File: src/hdl/efj_consts.vh
// Constants for the EEPROM fetch, flag refresh and jump execution unit
// Functional notes
// - Fetch loads accumulator from EEPROM, six cycles
// - Fetch holds one stack entry until done
// - Flag refresh sets sign and nonzero flags
// - Flag refresh keeps accumulator, one cycle
// - Jump loads PC; relative 3, absolute 4
// - Bit-clear jump taken when bit zero
// - Bit-set jump taken when bit one
`ifndef EFJ_CONSTS_VH
`define EFJ_CONSTS_VH
// Operation codes from the sequencer
`define EFJ_OP_FETCH     3'h1
`define EFJ_OP_FLAG      3'h2
`define EFJ_OP_JUMP      3'h3
`define EFJ_OP_BITC      3'h4
`define EFJ_OP_BITS      3'h5
// Cycle counts per instruction
`define EFJ_CYC_FETCH    3'h6
`define EFJ_CYC_FLAG     3'h1
`define EFJ_CYC_JREL     3'h3
`define EFJ_CYC_JABS     3'h4
`define EFJ_CYC_BIT      3'h4
// Instruction lengths in bytes
`define EFJ_LEN_JREL     16'h0002
`define EFJ_LEN_JABS     16'h0003
`define EFJ_LEN_BIT      16'h0003
// Cycle, counted from 1, in which the EEPROM read is issued
`define EFJ_FETCH_RD_CYC 3'h2
`endif

File: src/hdl/efj_exec.v
// Execution unit for EEPROM fetch, flag refresh and jump instructions
`timescale 1ns/1ps
`include "efj_consts.vh"
module efj_exec #(
	parameter DW = 24,
	parameter AW = 16,
	parameter EW = 6
) (
	// Clock and reset
	input  wire          i_mclk,
	input  wire          i_nrst,
	// Sequencer request
	input  wire          i_start,
	input  wire [2:0]    i_op,
	input  wire [1:0]    i_acc_sel,
	input  wire [4:0]    i_bit_idx,
	input  wire          i_abs,
	input  wire [AW-1:0] i_pc,
	input  wire [AW-1:0] i_branch_target_label,
	// Accumulator file and RAM address pointer
	input  wire [DW-1:0] i_acc_x,
	input  wire [DW-1:0] i_acc_y,
	input  wire [DW-1:0] i_acc_z,
	input  wire [DW-1:0] i_acc_r,
	input  wire [EW-1:0] i_ram_ptr,
	// EEPROM read data, valid while the read strobe stands
	input  wire [DW-1:0] i_epr_data,
	// Sequencer answer
	output reg           o_busy,
	output reg           o_done,
	// Accumulator write port
	output reg           o_acc_we,
	output reg  [1:0]    o_acc_wsel,
	output reg  [DW-1:0] o_acc_wdata,
	// Flags
	output reg           o_flag_we,
	output reg           o_sign,
	output reg           o_nonzero,
	// Program counter load
	output reg           o_pc_we,
	output reg  [AW-1:0] o_pc_wdata,
	// Program counter stack
	output reg           o_stk_push,
	output reg           o_stk_pop,
	// EEPROM read port
	output reg           o_epr_rd,
	output reg  [EW-1:0] o_epr_addr
);
	localparam S_IDLE = 3'b001;
	localparam S_RUN  = 3'b010;
	localparam S_DONE = 3'b100;

	reg          rst_meta_reg;
	reg          rst_sync_reg;
	reg [2:0]    state_reg;
	reg [2:0]    op_reg;
	reg [1:0]    sel_reg;
	reg [4:0]    bit_reg;
	reg          abs_reg;
	reg [AW-1:0] pc_reg;
	reg [AW-1:0] tgt_reg;
	reg [2:0]    cyc_reg;
	reg [2:0]    len_reg;

	// Accumulator chosen by a two-bit selector
	function [DW-1:0] acc_pick;
		input [1:0] sel;
		begin
			case (sel)
			2'h0: acc_pick = i_acc_x;
			2'h1: acc_pick = i_acc_y;
			2'h2: acc_pick = i_acc_z;
			default: acc_pick = i_acc_r;
			endcase
		end
	endfunction

	// Total cycles of an operation
	function [2:0] op_len;
		input [2:0] op;
		input       ab;
		begin
			case (op)
			`EFJ_OP_FETCH: op_len = `EFJ_CYC_FETCH;
			`EFJ_OP_FLAG:  op_len = `EFJ_CYC_FLAG;
			`EFJ_OP_JUMP:  op_len = ab ? `EFJ_CYC_JABS : `EFJ_CYC_JREL;
			default:       op_len = `EFJ_CYC_BIT;
			endcase
		end
	endfunction

	wire [DW-1:0] acc_val = acc_pick(sel_reg);
	wire          bit_val = acc_val[bit_reg];
	wire [DW-1:0] new_acc = acc_pick(i_acc_sel);

	// Reset release through two flip-flops
	always @(posedge i_mclk or negedge i_nrst) begin
		if (!i_nrst) begin
			rst_meta_reg <= 1'b0;
			rst_sync_reg <= 1'b0;
		end else begin
			rst_meta_reg <= 1'b1;
			rst_sync_reg <= rst_meta_reg;
		end
	end

	// Sequencing and result outputs
	always @(posedge i_mclk or negedge rst_sync_reg) begin
		if (!rst_sync_reg) begin
			state_reg   <= S_IDLE;
			op_reg      <= 3'h0;
			sel_reg     <= 2'h0;
			bit_reg     <= 5'h00;
			abs_reg     <= 1'b0;
			pc_reg      <= {AW{1'b0}};
			tgt_reg     <= {AW{1'b0}};
			cyc_reg     <= 3'h0;
			len_reg     <= 3'h0;
			o_busy      <= 1'b0;
			o_done      <= 1'b0;
			o_acc_we    <= 1'b0;
			o_acc_wsel  <= 2'h0;
			o_acc_wdata <= {DW{1'b0}};
			o_flag_we   <= 1'b0;
			o_sign      <= 1'b0;
			o_nonzero   <= 1'b0;
			o_pc_we     <= 1'b0;
			o_pc_wdata  <= {AW{1'b0}};
			o_stk_push  <= 1'b0;
			o_stk_pop   <= 1'b0;
			o_epr_rd    <= 1'b0;
			o_epr_addr  <= {EW{1'b0}};
		end else begin
			o_done     <= 1'b0;
			o_acc_we   <= 1'b0;
			o_flag_we  <= 1'b0;
			o_pc_we    <= 1'b0;
			o_stk_push <= 1'b0;
			o_stk_pop  <= 1'b0;
			o_epr_rd   <= 1'b0;
			case (state_reg)
			S_IDLE: begin
				if (i_start) begin
					op_reg  <= i_op;
					sel_reg <= i_acc_sel;
					bit_reg <= i_bit_idx;
					abs_reg <= i_abs;
					pc_reg  <= i_pc;
					tgt_reg <= i_branch_target_label;
					len_reg <= op_len(i_op, i_abs);
					cyc_reg <= 3'h1;
					o_busy  <= 1'b1;
					if (i_op == `EFJ_OP_FLAG) begin
						// Flags from accumulator, no write back
						o_sign    <= new_acc[DW-1];
						o_nonzero <= |new_acc;
						o_flag_we <= 1'b1;
						o_done    <= 1'b1;
						o_busy    <= 1'b0;
					end else begin
						state_reg <= S_RUN;
						if (i_op == `EFJ_OP_FETCH) begin
							o_stk_push <= 1'b1;
						end
					end
				end
			end
			S_RUN: begin
				cyc_reg <= cyc_reg + 3'h1;
				if (op_reg == `EFJ_OP_FETCH &&
				    cyc_reg == `EFJ_FETCH_RD_CYC) begin
					o_epr_rd   <= 1'b1;
					o_epr_addr <= i_ram_ptr;
				end
				if (op_reg == `EFJ_OP_FETCH &&
				    cyc_reg == `EFJ_FETCH_RD_CYC + 3'h1) begin
					o_acc_wdata <= i_epr_data;
					o_acc_wsel  <= sel_reg;
				end
				// Request edge is cycle one and DONE is the last cycle, so
				// leave RUN two counts short of the length; one short would
				// stretch every multi-cycle instruction by a cycle
				if (cyc_reg + 3'h2 == len_reg) begin
					state_reg <= S_DONE;
				end
			end
			S_DONE: begin
				// Last cycle: commit the result
				state_reg <= S_IDLE;
				o_busy    <= 1'b0;
				o_done    <= 1'b1;
				case (op_reg)
				`EFJ_OP_FETCH: begin
					o_acc_we  <= 1'b1;
					o_stk_pop <= 1'b1;
				end
				`EFJ_OP_JUMP: begin
					o_pc_we    <= 1'b1;
					o_pc_wdata <= tgt_reg;
				end
				`EFJ_OP_BITC, `EFJ_OP_BITS: begin
					o_pc_we <= 1'b1;
					if ((op_reg == `EFJ_OP_BITC && !bit_val) ||
					    (op_reg == `EFJ_OP_BITS && bit_val)) begin
						o_pc_wdata <= tgt_reg;
					end else begin
						o_pc_wdata <= pc_reg + `EFJ_LEN_BIT;
					end
				end
				default: begin
					o_pc_we <= 1'b0;
				end
				endcase
			end
			default: begin
				state_reg <= S_IDLE;
				o_busy    <= 1'b0;
			end
			endcase
		end
	end
endmodule // efj_exec

File: config.mk
export PLATFORM = sky130hd
export DESIGN_NAME = efj_exec
export DESIGN_NICKNAME = d
export VERILOG_FILES = /design/src/hdl/efj_exec.v
export VERILOG_INCLUDE_DIRS = /design/src /design/src/hdl
export SDC_FILE = /design/constraint.sdc
export NUM_CORES = 1
export LEC_CHECK = 0
export ABC_CLOCK_PERIOD_IN_PS = 3200
export BUFFER_PORTS_ARGS = -buffer_cell sky130_fd_sc_hd__buf_2
export CORE_ASPECT_RATIO = 0.9
export CORE_UTILIZATION = 25
export CTS_BUF_LIST = sky130_fd_sc_hd__clkbuf_4 sky130_fd_sc_hd__clkbuf_8 sky130_fd_sc_hd__clkbuf_16
export DETAILED_ROUTE_END_ITERATION = 10
export GPL_ROUTABILITY_DRIVEN = 0
export SLEW_MARGIN = 40
export SYNTH_ARGS = -nofsm -noshare
export SYNTH_HDL_FRONTEND = slang
export SYNTH_SLANG_ARGS = --single-unit
File: constraint.sdc
create_clock -name i_mclk -period 3.2 [get_ports i_mclk]
set_input_delay 0.64 -clock i_mclk [delete_from_list [all_inputs] [get_ports i_mclk]]
set_output_delay 0.64 -clock i_mclk [all_outputs]
set_load 0.01 [all_outputs]
Word level (Yosys, flattened, before mapping)
Index checks and enable logic that the tools add are counted.
{ "totals": {"reg_bits": 110, "latchBits": 0, "mem_bits_rw": 0, "mem_bits_ro": 0, "in_bits": 172, "output_inout_bits": 58, "wordCells": 100, "memories": 0} }
{ "op_classes": {"addsub": 3, "mul": 0, "n_div": 0, "magnitude_cmp": 1, "eq_ne": 20, "n_shift": 0, "muxes": 31, "n_bitwise": 1, "n_reduce_logical": 21} }
{ "ops": {"columns": ["op", "count"], "rows": [
  ["$pmux 24 s3", 2],
  ["$pmux 16 s2", 1],
  ["$reduce_or 24->1", 1],
  ["$eq 3x2->1 const B", 6],
  ["$add 16x2->16 const B", 1],
  ["$mux 1", 16],
  ["$mux 16", 1],
  ["$mux 3", 5],
  ["$pmux 3 s2", 2],
  ["$reduce_and 2->1", 6],
  ["$eq 3x1->1 const B", 3],
  ["$eq 3x3->1 const B", 3],
  ["$pmux 3 s3", 1],
  ["$lt 5x6->1 const B", 1],
  ["$ne 2x2->1 const B", 3],
  ["$reduce_and 3->1", 2],
  ["$bmux 1 s5", 1],
  ["$eq 2x1->1 const B", 2],
  ["$eq 2x2->1 const B", 2],
  ["$logic_and 1x1->1", 4],
  ["$logic_not 2->1", 2],
  ["$pmux 1 s2", 2],
  ["$reduce_bool 2->1", 2],
  ["$add 3x1->3 const B", 1],
  ["other kinds (7)", 7]
]} }

Logic depth before layout (Yosys ltp)
{ "depth": {"word_depth": 9, "mapped_depth": 11, "depth_no_buf": 7} }

Least setup slack after synthesis
No wires, ideal clock.
{ "synth_path": {"path_kind": "input -> register", "start": "input port i_acc_y[13]", "end": "register o_pc_wdata[10]", "setup_ns": 0.079, "t_arrival_ns": 3.001, "path_slack_ns": 0.119, "path_stages": 8, "cell_sequence": "mux2_1 -> mux4_2 -> or3b_1 -> a41oi_2 -> a2bb2oi_2 -> mux2i_2 -> buf_6 -> mux2i_1"} }
{ "synth_via": {"elab_chain_cells": 8, "word_cells_on_any_way": 9, "classes_between": "mux (5); reduce/logical (4)"} }
{ "synth_lines": {"columns": ["element", "line", "text"], "rows": [
  ["start, declared", "efj_exec.v:22", "input wire [DW-1:0] i_acc_y,"],
  ["$pmux 24 s3 *", "efj_exec.v:69", "case (sel)"],
  ["$bmux 1 s5 *", "efj_exec.v:93", "wire bit_val = acc_val[bit_reg];"],
  ["$mux 1 (not written as such) *", "efj_exec.v:93", null],
  ["$logic_not 1->1", "efj_exec.v:203", "if ((op_reg == `EFJ_OP_BITC && !bit_val) ||"],
  ["$logic_and 1x1->1", "efj_exec.v:203", null],
  ["$logic_or 1x1->1 *", "efj_exec.v:203", null],
  ["$mux 16 *", "efj_exec.v:203", null],
  ["$pmux 16 s2 *", "efj_exec.v:192", "case (op_reg)"],
  ["end signal, assigned", "efj_exec.v:199", "o_pc_wdata <= tgt_reg;"],
  ["end signal, assigned", "efj_exec.v:205", "o_pc_wdata <= tgt_reg;"],
  ["end signal, assigned", "efj_exec.v:207", "o_pc_wdata <= pc_reg + `EFJ_LEN_BIT;"],
  ["end, declared", "efj_exec.v:41", "output reg [AW-1:0] o_pc_wdata,"]
]} }
Mark *: on every way between the ends. The rest lies on a longest branch, timed or not. The select of a mux whose other input is x is not followed.
A chain may end at the register's enable or synchronous reset.

Worst setup path in the final report
{ "layout_path": {"start": "register bit_reg[0]", "end": "register o_pc_wdata[3]"} }
{ "layout_via": {"elab_chain_cells": 7, "word_cells_on_any_way": 8, "classes_between": "mux (4); reduce/logical (4)"} }
{ "layout_lines": {"columns": ["element", "line", "text"], "rows": [
  ["start, declared", "efj_exec.v:58", "reg [4:0] bit_reg;"],
  ["start signal, assigned", "efj_exec.v:146", "bit_reg <= i_bit_idx;"],
  ["$bmux 1 s5 *", "efj_exec.v:93", null],
  ["$mux 1 (not written as such) *", "efj_exec.v:93", null],
  ["$logic_not 1->1", "efj_exec.v:203", null],
  ["$logic_and 1x1->1", "efj_exec.v:203", null],
  ["$logic_or 1x1->1 *", "efj_exec.v:203", null],
  ["$mux 16 *", "efj_exec.v:203", null],
  ["$pmux 16 s2 *", "efj_exec.v:192", null]
]} }
Marked as above.

==> out/results.tsv <==
stage	metric	value	unit
status	status	finished, final reports clean	
global_routing	first-pass GRT wire length	26500	um
timing	fin. max-slew vios	0	
die	Die H	147	um
route	Vias/cell	4.65	
worst_hold_path	class of the worst hold path	input port to async pin	
route	# DRC	0	
timing	endpoints failing setup	0	
cells_and_area	layout cells sized above 1	41.1	%
route	wire per inst	15.1	um
route	ANT nets after route	0	
timing	setup ws final	0.210	ns
global_routing	vias in the first global route	5251	
die	Ports	230	
route	vias	5078	
cells_and_area	Util after Layout	33.8	%
clock_network	H-tree levels	3	
logic_synthesis	Post-Syn Nets	739	
placement	dpl hpwl	12700	um
run	Max-cap violations	0	
logic_synthesis	ys flop type	dfrtp_1	
power	leakage	3.50	nW
setup_path	Crit Path Max Fanout	16	
timing	unrepaired setup endpoints after global routing	false	
die	Placement Rows	52	
timing	relative slew slack	55.7	%
die	DIE AREA	24000	um^2
die	core area	22700	um^2
logic_synthesis	synth top area cells	dfrtp_1 47%, nand2_1 10%, mux2_2 7.5%	
die	initial core utilization	25.7	%
clock_network	cts bufs inserted	9	
logic_synthesis	Async S/R FF share, synth	100	%
logic_synthesis	Yosys top cell area share	46.7	%
timing	final worst path period need	2.99	ns
timing	final hold slack	0.0612	ns
clock_network	hold_buf cts	0	
clock_network	CTS clk-pin slew, worst paths	0.07	ns
clock_network	CTS max path bufs	2	
timing	Clock Skew	0.00799	ns
power	Pwr Density	725	nW/um^2
cells_and_area	largest reg by FF count	o_acc_wdata	
cells_and_area	commonest non-fill, non-tap cell in the layout	buf_2	
global_routing	initial antenna violation count	0	
logic_synthesis	Yosys warning total	0	
clock_network	cts repair resizes	0	
clock_network	Clock Sinks	110	
global_routing	largest net degree at the start of global routing	44	
global_routing	grt ovf	0	
logic_synthesis	number of synthesized flops with an enable pin	0	
logic_synthesis	Cells after Synth	563	
die	die width	163	um
timing	period utilisation layout	93.4	%
route	1st-iter DRT viols	312	
logic_synthesis	synthesized area	5840	um^2
cells_and_area	max FFs per register	24	
setup_path	CP startpoint	bit_reg[0]	
global_routing	GRT Util Overall	14.1	%
logic_synthesis	Netlist cell types	57	
timing	count of final hold-check violations	0	
route	Routed WL	16500	um
timing	Tightest Pin Transition	0.665	ns
setup_path	Worst EP required	3.48	ns
setup_path	Critical R2R Launch	bit_reg[0]	
placement	pre-CTS setup slack	-0.00864	ns
logic_synthesis	register bit total from synthesis	110	
power	maximum vdd drop	0.282	mV
setup_path	Worst R2R Setup Slack	0.21	ns
setup_path	startpoint types	flip-flop	
setup_path	CP Capture Type	flip-flop	
logic_synthesis	area leader, netlist	dfrtp_1	
clock_network	setup bufs post-CTS	0	
cells_and_area	nets	965	
cells_and_area	most frequent cells in the layout	229 x buf_2, 157 x nand2_1, 108 x dfrtp_1, 39 x mux2_2, 38 x mux2i_1	
setup_path	crit path kind	flip-flop to flip-flop	
clock_network	CTS tree	done	
route	Initial DRT Pass Iterations	4	
clock_network	clock root cell	clkbuf_16	
setup_path	CP arrival	3.27	ns
cells_and_area	Layout area overhead	31.5	%
logic_synthesis	syn avg cell area	10.4	um^2
logic_synthesis	register area share after synthesis	47.2	%
timing	fmax	334	MHz
clock_network	clk_lat worst skew	0.35	ns
placement	input/output buffers	229	
## layout make-up
| type | count | area, um^2 |
|---|---|---|
| Antenna cell | 1 | 2.50 |
| Clock buffer | 11 | 246 |
| Clock inverter | 5 | 58.8 |
| Fill cell | 2311 | 15000 |
| Inverter | 10 | 37.5 |
| Multi-Input combinational cell | 415 | 2930 |
| Sequential cell | 110 | 2760 |
| Tap cell | 297 | 372 |
| Timing Repair Buffer | 243 | 1280 |
## stage by stage
| stage | total power, mW | setup TNS (ns) | area, um^2 | std cells |
|---|---|---|---|---|
| floorplan | 3.73 | 0 | 5840 | 563 |
| global placement | 4.41 | 0 | 7370 | 1075 |
| detailed placement | 4.47 | -0.00876 | 7370 | 1075 |
| CTS | 5.65 | 0 | 7670 | 1091 |
| global route | 5.99 | 0 | 7670 | 1091 |
| finish | 5.56 | 0 | 7680 | 1092 |
## cell usage after synthesis, types with 7 or more instances
library cell and count:
nor2_1 21, mux2_2 39, nand3_1 11, nand2_1 157
mux4_2 18, nor4_1 22, clkbuf_1 16, o21ai_0 13
mux2i_1 38, buf_2 7, xor2_1 13, inv_1 9
dfrtp_1 109
## metal layers
metal / vias to the layer above / wire length [um] / GRT usage (%)
met4: 0 / 289 / 4.63
li1: 2435 / - / -
met2: 174 / 7570 / 22.2
met3: 22 / 987 / 3.59
met1: 2447 / 7600 / 18.7
met5: - / 0 / 0
## path summary, 6_finish.rpt
kind	end	cells after the start
worst max-delay path	o_pc_wdata[3]	9
worst min-delay path	rst_sync_reg	1
worst max register to register	o_pc_wdata[3]	9
worst min register to register	tgt_reg[15]	0
max in group asynchronous	o_pc_wdata[8]	1
min in group i_mclk	rst_sync_reg	0
## power by group
group / internal [mW] / switching (mW) / total (mW)
combinational: 1.07 / 1.05 / 2.12
clock: 0.638 / 0.516 / 1.15
sequential: 1.85 / 0.441 / 2.29
## kinds of logic after synthesis
kind of cell             synth area share, %
AND/OR/NAND/NOR                         20.1
flip-flops                              47.2
multiplexers                            22.0
AO/OA/AOI/OAI                           4.46
buffers and inverters                   2.98
XOR/XNOR                                2.40
adder cells (fa/ha/maj)                0.857
other                                 0.0642
## worst max-delay path, stage by stage (launching register included)
cell and delay, ns:
dfrtp_1 0.71, buf_4 0.25, mux4_2 0.49, mux2i_1 0.16
o21ai_0 0.14, a41oi_2 0.21, a2bb2oi_2 0.25, mux2i_4 0.28
buf_12 0.20, mux2i_1 0.21
(Power assumes the default switching activity.)
